[src/design/adc_ctl_pkg.sv]
// Constants, register map and types shared by the converter control block.
package adc_ctl_pkg;

    // Clock and conversion timing.
    localparam int CLK_PERIOD_NS = 20;
    localparam int CONV_TIME_NS  = 1450;
    localparam int CONV_CYCLES_I =
        (CONV_TIME_NS + CLK_PERIOD_NS - 1) / CLK_PERIOD_NS;
    localparam int CNT_W         = 7;
    localparam logic [CNT_W-1:0] CONV_CYCLES = CONV_CYCLES_I[CNT_W-1:0];
    localparam logic [CNT_W-1:0] CNT_ONE     = 7'h01;
    localparam logic [CNT_W-1:0] CNT_ZERO    = 7'h00;

    // Register bus geometry.
    localparam int ADDR_W = 4;
    localparam int DATA_W = 32;
    localparam logic [ADDR_W-1:0] OFS_CTRL   = 4'h0;
    localparam logic [ADDR_W-1:0] OFS_STATUS = 4'h4;
    localparam logic [ADDR_W-1:0] OFS_COUNT  = 4'h8;

    // Control register fields.
    localparam int CTRL_CFG_REG_BIT = 0;
    localparam int CTRL_PD_BIT      = 1;
    localparam logic [1:0] CTRL_RESET = 2'h0;

    // Status register fields.
    localparam int ST_BUSY_BIT = 0;
    localparam int ST_PD_BIT   = 1;
    localparam int ST_REF_BIT  = 2;
    localparam int ST_BUF_BIT  = 3;
    localparam int ST_TEMP_BIT = 4;
    localparam int ST_FULL_BIT = 5;

    // Conversion counter.
    localparam int COUNT_W = 16;
    localparam logic [COUNT_W-1:0] COUNT_ONE = 16'h0001;
    localparam logic [COUNT_W-1:0] COUNT_RST = 16'h0000;
    localparam logic [DATA_W-1:0]  DATA_ZERO = 32'h0000_0000;

    // Conversion sequencer states, Gray coded from idle through done; the return from done to idle flips both bits.
    typedef enum logic [1:0] {
        ST_IDLE = 2'b00,
        ST_CONV = 2'b01,
        ST_DONE = 2'b11
    } conv_state_t;

endpackage

[src/design/conv_if.sv]
// Handshake between the control top and the conversion sequencer.
`timescale 1ns/100ps
`default_nettype none
interface conv_if;
    logic start;   // One-cycle request to launch a conversion.
    logic busy;    // High while a conversion runs.
    logic done;    // One-cycle pulse after the last conversion cycle.

    modport ctl (output start, input busy, input done);
    modport eng (input start, output busy, output done);
endinterface
`default_nettype wire

[src/design/adc_power_ctl.sv]
// Conversion start, power down and reference mode control with APB access.
`timescale 1ns/100ps
`default_nettype none
module adc_power_ctl (
    input  wire logic                       clk_sys,           // Clock.
    input  wire logic                       sys_rst,           // Reset.
    input  wire logic                       conversion_start_n,// Start.
    input  wire logic                       power_down_pin,    // Power down.
    input  wire logic                       internal_source_off,// Ref off.
    input  wire logic                       buffer_off,        // Buf off.
    input  wire logic                       psel,              // APB sel.
    input  wire logic                       penable,           // APB enable.
    input  wire logic                       pwrite,            // APB write.
    input  wire logic [adc_ctl_pkg::ADDR_W-1:0] paddr,         // APB addr.
    input  wire logic [adc_ctl_pkg::DATA_W-1:0] pwdata,        // APB wdata.
    output logic      [adc_ctl_pkg::DATA_W-1:0] prdata,        // APB rdata.
    output logic                            pready,            // APB ready.
    output logic                            pslverr,           // APB error.
    output logic                            busy,              // Converting.
    output logic                            conv_done,         // End pulse.
    output logic                            powered_down,      // Min current.
    output logic                            analog_full_power, // Core on.
    output logic                            acq_low_power,     // Reduced.
    output logic                            internal_ref_en,   // Bandgap on.
    output logic                            ref_buffer_en,     // Buffer on.
    output logic                            temp_sensor_en     // Sensor on.
);
    import adc_ctl_pkg::*;

    // Start, busy and done travel to and from the sequencer in one bundle.
    conv_if cv ();

    logic               start_prev_q;
    logic [1:0]         ctrl_q;
    logic [COUNT_W-1:0] count_q;
    logic [DATA_W-1:0]  rdata_q;
    logic               pd_state_q;
    logic               full_q;
    logic               low_q;
    logic               ref_q;
    logic               buf_q;
    logic               temp_q;

    wire                start_fall;
    wire                pd_effective;
    wire                cfg_from_reg;
    wire                pd_bit;
    wire                setup_phase;
    wire                access_phase;
    wire                sel_ctrl;
    wire                sel_status;
    wire                sel_count;
    wire                addr_hit;
    wire                wr_ctrl;
    wire [DATA_W-1:0]   status_word;
    wire [DATA_W-1:0]   rdata_d;

    // Start edge detector; no chip-select or read-enable takes part.
    assign start_fall = start_prev_q && !conversion_start_n;

    // Power down source: register bit in register mode, else the pin.
    assign cfg_from_reg = ctrl_q[CTRL_CFG_REG_BIT];
    assign pd_bit       = ctrl_q[CTRL_PD_BIT];
    assign pd_effective = cfg_from_reg ? pd_bit : power_down_pin;

    // While powered down no new conversion starts; a running one is kept.
    assign cv.start = start_fall && !pd_effective;

    conv_sequencer u_seq (
        .clk_sys (clk_sys),
        .sys_rst (sys_rst),
        .cv      (cv)
    );

    // Start edge history; reset to high so reset release is not an edge.
    always_ff @(posedge clk_sys) begin
        if (sys_rst) begin
            start_prev_q <= 1'b1;
        end else begin
            start_prev_q <= conversion_start_n;
        end
    end

    // Analog power states: full only while converting, off in power down.
    // Power down waits for busy to fall, so no conversion is cut short.
    // The drop to low power after a conversion needs no host request.
    always_ff @(posedge clk_sys) begin
        if (sys_rst) begin
            pd_state_q <= 1'b0;
            full_q     <= 1'b0;
            low_q      <= 1'b1;
        end else begin
            pd_state_q <= pd_effective && !cv.busy;
            full_q     <= cv.busy;
            low_q      <= !cv.busy && !pd_effective;
        end
    end

    // Reference chain: each input gates its own element and the sensor.
    // The enables ignore power down; only their own inputs count.
    // The sensor needs the whole internal chain, source and buffer alike.
    always_ff @(posedge clk_sys) begin
        if (sys_rst) begin
            ref_q  <= 1'b0;
            buf_q  <= 1'b0;
            temp_q <= 1'b0;
        end else begin
            ref_q  <= !internal_source_off;
            buf_q  <= !buffer_off;
            temp_q <= !internal_source_off && !buffer_off;
        end
    end

    // Completed conversion counter for software.
    // It wraps silently; software reads it as a running total.
    always_ff @(posedge clk_sys) begin
        if (sys_rst) begin
            count_q <= COUNT_RST;
        end else if (cv.done) begin
            count_q <= count_q + COUNT_ONE;
        end
    end

    // APB decode; the bus never looks at the power state.
    // The bus answers at once in every power state, so pready is tied high.
    // Unmapped addresses raise pslverr in the access phase only.
    assign setup_phase  = psel && !penable;
    assign access_phase = psel && penable;
    assign sel_ctrl     = (paddr == OFS_CTRL);
    assign sel_status   = (paddr == OFS_STATUS);
    assign sel_count    = (paddr == OFS_COUNT);
    assign addr_hit     = sel_ctrl || sel_status || sel_count;
    assign wr_ctrl      = access_phase && pwrite && sel_ctrl;
    assign pready       = 1'b1;
    assign pslverr      = access_phase && !addr_hit;

    // Status word and read mux; unmapped reads return zero.
    assign status_word = {{(DATA_W-6){1'b0}}, full_q, temp_q, buf_q, ref_q,
                          pd_state_q, cv.busy};
    assign rdata_d = sel_ctrl   ? {{(DATA_W-2){1'b0}}, ctrl_q} :
                     sel_status ? status_word :
                     sel_count  ? {{(DATA_W-COUNT_W){1'b0}}, count_q} :
                                  DATA_ZERO;

    // Control register write.
    always_ff @(posedge clk_sys) begin
        if (sys_rst) begin
            ctrl_q <= CTRL_RESET;
        end else if (wr_ctrl) begin
            ctrl_q <= pwdata[1:0];
        end
    end

    // Read data captured in the setup cycle, held through the access.
    // Capturing at setup keeps prdata steady for the whole access phase.
    // A status read therefore shows the state one cycle before the access.
    always_ff @(posedge clk_sys) begin
        if (sys_rst) begin
            rdata_q <= DATA_ZERO;
        end else if (setup_phase) begin
            rdata_q <= rdata_d;
        end
    end

    // Output assignments.
    assign prdata            = rdata_q;
    assign busy              = cv.busy;
    assign conv_done         = cv.done;
    assign powered_down      = pd_state_q;
    assign analog_full_power = full_q;
    assign acq_low_power     = low_q;
    assign internal_ref_en   = ref_q;
    assign ref_buffer_en     = buf_q;
    assign temp_sensor_en    = temp_q;

    // Checks on power and reference control.
    // Most compare a registered output with the inputs one edge earlier,
    // because every power and reference output lags by one cycle.
    pd_keeps_conv_a: assert property (@(posedge clk_sys) disable iff (sys_rst)
        cv.busy && pd_effective |=> !pd_state_q)
        else $error("power down entered during a conversion");

    pd_enter_a: assert property (@(posedge clk_sys) disable iff (sys_rst)
        pd_effective && !cv.busy |=> pd_state_q && !full_q)
        else $error("power down not entered while idle");

    sw_pd_a: assert property (@(posedge clk_sys) disable iff (sys_rst)
        cfg_from_reg && pd_bit && !cv.busy ##1 cfg_from_reg && pd_bit
        |-> pd_state_q)
        else $error("register power down had no effect");

    pin_ignored_a: assert property (@(posedge clk_sys) disable iff (sys_rst)
        cfg_from_reg && !pd_bit && power_down_pin |=> !pd_state_q)
        else $error("pin level acted in register mode");

    start_fall_a: assert property (@(posedge clk_sys) disable iff (sys_rst)
        $fell(conversion_start_n) && !pd_effective && !cv.busy
        && !cv.done |=> busy)
        else $error("falling start edge did not start a conversion");

    ref_internal_a: assert property (@(posedge clk_sys) disable iff (sys_rst)
        !internal_source_off && !buffer_off
        |=> ref_q && buf_q && temp_q)
        else $error("internal reference mode not fully enabled");

    ref_extbuf_a: assert property (@(posedge clk_sys) disable iff (sys_rst)
        internal_source_off && !buffer_off
        |=> !ref_q && buf_q && !temp_q)
        else $error("buffered external mode wrong");

    ref_direct_a: assert property (@(posedge clk_sys) disable iff (sys_rst)
        internal_source_off && buffer_off
        |=> !ref_q && !buf_q && !temp_q)
        else $error("direct external mode wrong");

    buf_alone_a: assert property (@(posedge clk_sys) disable iff (sys_rst)
        !internal_source_off && buffer_off |=> ref_q && !buf_q)
        else $error("reference inputs not independent");

    temp_gate_a: assert property (@(posedge clk_sys) disable iff (sys_rst)
        temp_q |-> ref_q && buf_q)
        else $error("sensor on outside internal reference mode");

    acq_drop_a: assert property (@(posedge clk_sys) disable iff (sys_rst)
        $fell(cv.busy) |=> !full_q ##1 !full_q)
        else $error("analog power not reduced after conversion");

    bus_alive_a: assert property (@(posedge clk_sys) disable iff (sys_rst)
        access_phase && (pd_state_q || low_q) |-> pready)
        else $error("bus stalled in a low power state");

    // Checks on the register bus; none of them looks at the power state.
    bus_ok_a: assert property (@(posedge clk_sys) disable iff (sys_rst)
        access_phase && addr_hit |-> !pslverr)
        else $error("error flagged on a mapped register");

    bus_err_a: assert property (@(posedge clk_sys) disable iff (sys_rst)
        access_phase && !addr_hit
        |-> pslverr && prdata == DATA_ZERO)
        else $error("unmapped access not refused");

    ctrl_read_a: assert property (@(posedge clk_sys) disable iff (sys_rst)
        access_phase && !pwrite && sel_ctrl
        |-> prdata == {{(DATA_W-2){1'b0}}, ctrl_q})
        else $error("control read does not match the register");

    ctrl_set_a: assert property (@(posedge clk_sys) disable iff (sys_rst)
        wr_ctrl && pwdata[CTRL_CFG_REG_BIT] && pwdata[CTRL_PD_BIT]
        |=> cfg_from_reg && pd_bit)
        else $error("control write did not set both bits");

    ctrl_clr_a: assert property (@(posedge clk_sys) disable iff (sys_rst)
        wr_ctrl && !pwdata[CTRL_CFG_REG_BIT] && !pwdata[CTRL_PD_BIT]
        |=> !cfg_from_reg && !pd_bit)
        else $error("control write did not clear both bits");

    ctrl_hold_a: assert property (@(posedge clk_sys) disable iff (sys_rst)
        !wr_ctrl |=> $stable(ctrl_q))
        else $error("control register changed without a write");

    // Checks on the conversion counter and the analog power outputs.
    count_step_a: assert property (@(posedge clk_sys) disable iff (sys_rst)
        cv.done |=> count_q == $past(count_q) + COUNT_ONE)
        else $error("finished conversion not counted");

    count_hold_a: assert property (@(posedge clk_sys) disable iff (sys_rst)
        !cv.done |=> $stable(count_q))
        else $error("counter moved without a finished conversion");

    full_follow_a: assert property (@(posedge clk_sys) disable iff (sys_rst)
        cv.busy |=> full_q)
        else $error("analog core not at full power while converting");

    acq_low_a: assert property (@(posedge clk_sys) disable iff (sys_rst)
        !cv.busy && !pd_effective |=> low_q && !pd_state_q)
        else $error("low power acquisition state not entered");

    low_not_full_a: assert property (@(posedge clk_sys) disable iff (sys_rst)
        low_q |-> !full_q)
        else $error("low and full power shown together");

    sleep_no_start_a: assert property (@(posedge clk_sys)
        disable iff (sys_rst) pd_effective && start_fall && !cv.busy
        |=> !cv.busy)
        else $error("conversion started while powered down");

    pd_during_conv_c: cover property (@(posedge clk_sys)
        disable iff (sys_rst) cv.busy && pd_effective ##1 cv.busy);

    sw_mode_c: cover property (@(posedge clk_sys) disable iff (sys_rst)
        cfg_from_reg && pd_bit && pd_state_q);

    direct_ref_c: cover property (@(posedge clk_sys) disable iff (sys_rst)
        !ref_q && !buf_q);

endmodule // adc_power_ctl
`default_nettype wire

[src/design/conv_sequencer.sv]
// Conversion sequencer: runs each conversion to its full length.
`timescale 1ns/100ps
`default_nettype none
module conv_sequencer (
    input  wire logic clk_sys,   // System clock.
    input  wire logic sys_rst,   // Synchronous reset, active high.
    conv_if.eng       cv         // Start request and status.
);
    import adc_ctl_pkg::*;

    conv_state_t      state_q;
    conv_state_t      state_d;
    logic [CNT_W-1:0] cnt_q;
    logic [CNT_W-1:0] cnt_d;
    wire              take_start;

    // A start is taken only from idle, so later edges are dropped.
    assign take_start = cv.start && (state_q == ST_IDLE);
    assign cv.busy    = (state_q == ST_CONV);
    assign cv.done    = (state_q == ST_DONE);

    // Next state; nothing leaves a running conversion but its own count.
    always_comb begin
        state_d = state_q;
        cnt_d   = cnt_q;
        case (state_q)
            ST_IDLE: begin
                if (take_start) begin
                    state_d = ST_CONV;
                    cnt_d   = CONV_CYCLES - CNT_ONE;
                end
            end
            ST_CONV: begin
                if (cnt_q == CNT_ZERO) begin
                    state_d = ST_DONE;
                end else begin
                    cnt_d = cnt_q - CNT_ONE;
                end
            end
            ST_DONE: state_d = ST_IDLE;
            default: state_d = ST_IDLE;
        endcase
    end

    // State registers.
    always_ff @(posedge clk_sys) begin
        if (sys_rst) begin
            state_q <= ST_IDLE;
            cnt_q   <= CNT_ZERO;
        end else begin
            state_q <= state_d;
            cnt_q   <= cnt_d;
        end
    end

    // Checks on the sequencer.
    start_to_busy_a: assert property (@(posedge clk_sys) disable iff (sys_rst)
        take_start |=> cv.busy)
        else $error("start from idle did not raise busy");
    conv_length_a: assert property (@(posedge clk_sys) disable iff (sys_rst)
        $rose(cv.busy) |-> ##72 cv.busy ##1 !cv.busy)
        else $error("conversion length is not 73 cycles");
    no_restart_a: assert property (@(posedge clk_sys) disable iff (sys_rst)
        cv.busy && cv.start && cnt_q != CNT_ZERO
        |=> cv.busy && cnt_q == $past(cnt_q) - CNT_ONE)
        else $error("start during conversion disturbed the count");
    busy_done_a: assert property (@(posedge clk_sys) disable iff (sys_rst)
        $fell(cv.busy) |-> cv.done ##1 !cv.done)
        else $error("end of conversion not flagged by done pulse");

    conv_seen_c: cover property (@(posedge clk_sys) disable iff (sys_rst)
        cv.busy ##1 cv.done);
    restart_try_c: cover property (@(posedge clk_sys) disable iff (sys_rst)
        cv.busy && cv.start);

endmodule // conv_sequencer
`default_nettype wire

[config.mk]
export PLATFORM = sky130hd
export DESIGN_NAME = adc_power_ctl
export DESIGN_NICKNAME = d
export VERILOG_FILES = /design/src/design/adc_ctl_pkg.sv /design/src/design/conv_if.sv /design/src/design/adc_power_ctl.sv /design/src/design/conv_sequencer.sv
export SDC_FILE = /design/constraint.sdc
export NUM_CORES = 1
export LEC_CHECK = 0
export ABC_AREA = 1
export BUFFER_PORTS_ARGS = -buffer_cell sky130_fd_sc_hd__buf_4
export CORE_ASPECT_RATIO = 0.7
export CORE_UTILIZATION = 25
export DETAILED_ROUTE_END_ITERATION = 16
export MAX_ROUTING_LAYER = met4
export PLACE_DENSITY = 0.52
export SYNTH_ARGS = -nofsm -noshare
export SYNTH_HDL_FRONTEND = slang
export SYNTH_SLANG_ARGS = --single-unit
[constraint.sdc]
create_clock -name clk_sys -period 2 [get_ports clk_sys]
set_input_delay 0.3 -clock clk_sys [delete_from_list [all_inputs] [get_ports clk_sys]]
set_output_delay 0.3 -clock clk_sys [all_outputs]
set_load 0.01 [all_outputs]
======== Yosys cells after proc, flatten, opt, wreduce, memory -nomap -nowiden ========
Index checks and enable logic that the tools add are counted.
word-level totals
  flip-flop bits (word level) ............. 66
  logic and storage cells ................. 57
  output and inout bits ................... 42
cells by class
  reductions and logical operators ........ 26
  add/subtract/negate cells ............... 2
  muxes and demuxes ....................... 10
  eq/ne operators ......................... 7
operators by type and width
  cell                                                   count
  two-way mux 16 bit                                     3
  adder 16 x 1 -> 16 bit, second input constant          1
  two-way mux 7 bit                                      2
  one-hot mux 7 bit (2 select lines)                     1
  logical AND 1 bit                                      11
  zero test 1 bit                                        7
  zero test 7 bit                                        1
  subtractor 7 x 1 -> 7 bit, second input constant       1
  == test 4 x 3 -> 1 bit, second input constant          1
  == test 4 bit, second input constant                   1
  zero test 4 bit                                        1
  two-way mux 2 bit                                      2
  inequality test 2 x 1 -> 1 bit, second input constant  2
  one-hot mux 2 bit (2 select lines)                     1
  AND reduction 3 bit                                    1
  == test 2 x 1 -> 1 bit, second input constant          1
  == test 2 bit, second input constant                   1
  zero test 2 bit                                        1
  logical OR 1 bit                                       2
  inequality test 2 bit, second input constant           1
  AND reduction 2 bit                                    1
  nonzero test 2 bit                                     1
  two-way mux 1 bit                                      1

======== Depth between registers and ports, before layout ========
  depth in word-level cells ............... 6
  depth in mapped cells ................... 8

======== By module ========
Synthesis repeated with hierarchy kept, for this count alone.
second synthesis, totals
  cell total of the unflattened synthesis .. 330
  area total of the unflattened synthesis .. 2383.5 um2
modules (own cells, without submodules)
  module          area an instance (um2)  cells an instance  sequential area each (um2)  instances
  adc_power_ctl   1896.8                  262                820.8                       1
  conv_sequencer  486.7                   68                 180.2                       1

======== Worst setup path before layout ========
Ideal clock, no wire load.
  path type ............................... register to register
  from .................................... register u_seq.cnt_q[0]
  to ...................................... register u_seq.cnt_q[1]
  arrival time ............................ 1.222 ns
  library setup time ...................... 0.116 ns
  cell stages (with the launch flop) ...... 8
  slack ................................... 0.662 ns
  data required time ...................... 1.884 ns
  buffers on the path ..................... 0
  cells stage by stage .................... dfxtp_1 inv_1 ha_1 nand4_1 nand2_1 nand2_2 o21ai_0 nor2_1
between the ends
  longest elaborated chain between the ends .. 3
  elaborated cells on any way between the ends .. 6
  those cells by class .................... add/sub: 1; eq/ne: 1; mux: 2; reduce/logical: 2
ends and longest elaborated chain
  what                                                                              line                                        source
  start, declared                                                                   conv_sequencer.sv:13                        logic [CNT_W-1:0] cnt_q;
  start signal, assigned                                                            conv_sequencer.sv:52                        cnt_q <= cnt_d;
  subtractor 7 x 1 -> 7 bit / zero test 7 bit (equally long branches)               conv_sequencer.sv:37, conv_sequencer.sv:34
  two-way mux 7 bit / inequality test 2 bit (equally long branches)                 n/a
  one-hot mux 7 bit (2 select lines) / AND reduction 3 bit (equally long branches)  n/a
Parallel ways exist; a longest one is shown, timed or not. The select of a mux whose other input is x is not followed.
A chain may end at the register's enable or synchronous reset.

======== Worst setup path after layout ========
Same ends and word-level chain as after synthesis.

==> qor.yml <==
first_pass_iters: 4
synth_area_leaders: "dfxtp_1 42%, nand2_1 10%, a21oi_1 7.2%"
postCtsHoldBufs: 0
clkTransAtPathRegs_ns: 0.07
die_area_sq_um: 9840
grt_pass1_vias: 1833
r2r_end: "u_seq.cnt_q[1]$_SDFFE_PP0P_"
yosysWarningCount: 0
status: "completed"
crit_family: "simple AND/OR/NAND/NOR gates"
fin_worst_skew_ns: 0.00941
setup_viol: 0
drc: 0
async_reset_ff_frac: 0
max_clock_freq_mhz: 627
drive_gt1_frac: 0.182
port-buffer-count: 39
grt_first_pass_wirelength_um: 8590
rrSetupSlack_ns: 0.41
min_path_type: "input pin to flip-flop"
ff2ff_path_depth: 7
hp-start: "buffer_off"
clock_sinks: 50
synth_area_sq_um: 2360
ys.flop_type: "dfxtp_1"
synth-xor-area-share: 0.0111
max-cap-violations: 0
setup_tns_ns: 0
nNetsFinal: 414
utilization: 0.318
area_delta_synth_final_pct: 22.9
cpMaxStageDelayCell: "dfxtp_1"
critPathMaxStageDelay_ns: 0.32
drt-total-wl_um: 5100
postCtsSetupBuffers: 0
clock_latency_ns: 0.29
yosysMostFrequentCell: "nand2_1"
yosys.area_share.simple: 0.287
finalCritPeriodShare: 0.797
synth_area_per_cell_sq_um: 7.22
critPathLaunchType: "flip-flop"
worst-path-max-fanout: 7
post-place-ws_ns: 0.437
final_hold_viol_count: 0
synth-seq-cells: 50
antenna_found_initial: 0
dp_hpwl_um: 3820
drt_iter0_drc: 82
synth_top_family_by_area: "simple AND/OR/NAND/NOR gates"
syn_inst: 327
grt.total_usage: 0.111
core_region_area_sq_um: 9110
die_y_um: 83.3
start_util: 0.259
arrival_ns: 1.78
place_congestion: 0.823
fin_crit_ns: 1.59
yosys.area_share.adder: 0.0106
synth_area_leader_cell: "dfxtp_1"
htreeDepth: 2
vias: 2064
peakVddDrop_mv: 0.294
pwr_density_cell_nw_per_um2: 794
cp.required_ns: 2.18
crit_path_end_kind: "flip-flop"
cts_resized: 0
layout_setup_ws_ns: 0.405
synthTopCellsByCount: "66 x nand2_1, 50 x dfxtp_1, 34 x a21oi_1, 34 x nor2_1, 33 x inv_1"
synth_compound_area_frac: 0.139
synth_top_area_share: 0.424
finalPower_mw: 2.30
synth_edf_count: 0
holdPathStages: 2
path_cells: "inv_1, ha_1, nand4_1, nand2_1, nand2_2, o21ai_0, nor2_1"
clk_path_buf_depth: 2
rsz0062_at_grt: "false"
postLayoutCellArea_sq_um: 2900
overflow: 0
post_dp_cell_area_sq_um: 2730
whs_endpoint: "ref_buffer_en$_SDFF_PP0_"
slew_viol_final: 0
routed_via_density: 4.20
crit_buf_inv: 1
drtAntennaViolNets: 0
n_fill_cell: 992
wl_per_cell_um: 10.4
pin_count: 87
clockRootBuffer: "clkbuf_16"
r2r_start: "u_seq.cnt_q[0]$_SDFFE_PP0P_"
tritoncts: "built"
numCtsBuffers: 5
synth.area.mux_share: 0
n_antenna_cell: 0
p_leak_nw: 1.23
grt_start_max_net_pins: 27
seq_area_frac_synth: 0.424
placementRows: 29
critical_path_class: "flip-flop to flip-flop"
synth.distinct_cells: 28
die-width_um: 118
-- worst max path at each step --
stage                                              to                        start  cells after the start  slack, ns
after CTS                 u_seq.cnt_q[1]$_SDFFE_PP0P_  u_seq.cnt_q[0]$_SDFFE_PP0P_                      7       0.42
after detailed placement  u_seq.cnt_q[1]$_SDFFE_PP0P_  u_seq.cnt_q[0]$_SDFFE_PP0P_                      7       0.44
final                     u_seq.cnt_q[1]$_SDFFE_PP0P_  u_seq.cnt_q[0]$_SDFFE_PP0P_                      7       0.41
after global placement    u_seq.cnt_q[1]$_SDFFE_PP0P_  u_seq.cnt_q[0]$_SDFFE_PP0P_                      7       0.44
after floorplan           u_seq.cnt_q[1]$_SDFFE_PP0P_  u_seq.cnt_q[0]$_SDFFE_PP0P_                      7       0.66
after global routing      u_seq.cnt_q[1]$_SDFFE_PP0P_  u_seq.cnt_q[0]$_SDFFE_PP0P_                      7       0.22
-- logic make-up (layout without fill, tap and decap cells) --
family / count (synthesis) / count (layout)
AO/OA/AOI/OAI: 65 / 65
XOR/XNOR: 3 / 3
adder cells (fa/ha/maj): 2 / 2
buffers and inverters: 59 / 85
flip-flops: 50 / 50
other: 2 / 17
AND/OR/NAND/NOR: 146 / 146
-- layout by cell type, fill, tap and decap left out --
master      instances
clkbuf_16           5
bufinv_16           1
dfxtp_1            50
o21ai_0            25
nand3_2             3
nor2_1             34
nand2_4             1
nor2_4              3
clkinvlp_4          1
xor2_1              2
ha_1                2
xnor2_1             1
nand4_1             6
nor3_2              1
nand3_1            16
buf_4              43
a21oi_1            34
inv_8               1
conb_1             17
nand2_1            66
nand2_2             2
o21ai_1             5
inv_2               1
nor3_1              9
o21a_1              1
inv_1              33
nor3_4              1
or2_2               2
nor2_2              2
-- registers in the layout, summed over array words and instances, names as in the netlist --
register,flops
temp_sensor_en,1
ref_buffer_en,1
start_prev_q,1
ctrl_q,2
u_seq.cnt_q,7
analog_full_power,1
acq_low_power,1
prdata,16
u_seq.state_q,2
powered_down,1
count_q,16
internal_ref_en,1
-- report_power, final --
| group | leakage [nW] | total (mW) | internal [mW] | switching (mW) |
|---|---|---|---|---|
| registers | 0.407 | 1.05 | 1.03 | 0.0234 |
| clock network | 0.0819 | 0.998 | 0.599 | 0.399 |
| logic | 0.737 | 0.251 | 0.104 | 0.147 |
| total | 1.23 | 2.30 | 1.73 | 0.570 |
-- layer usage --
metal / track usage / vias up / part of all wire
li1: - / 1100 / -
met4: 0.0315 / 0 / 0.0077
met5: - / - / 0
met2: 0.158 / 31 / 0.42
met1: 0.151 / 928 / 0.54
met3: 0.0330 / 5 / 0.034
-- final cells by class --
cell class,count,area (sq um),share of cell area
Clock inverter,3,48.8,0.0168
Timing Repair Buffer,43,323,0.111
Tap cell,124,155,0.0535
Sequential cell,50,1000,0.345
Clock buffer,5,125,0.0431
Inverter,34,128,0.0440
Multi-Input combinational cell,233,1120,0.386
-- through the flow --
stage / hold slack (ns) / cells
6_report: 0.164 / 492
5_1_grt: 0.151 / 492
4_1_cts: 0.158 / 492
3_5_place_dp: 0.452 / 484
3_3_place_gp: 0.451 / 484
2_1_floorplan: 0.372 / 342
No activity file was read; power rests on OpenSTA's default activity.
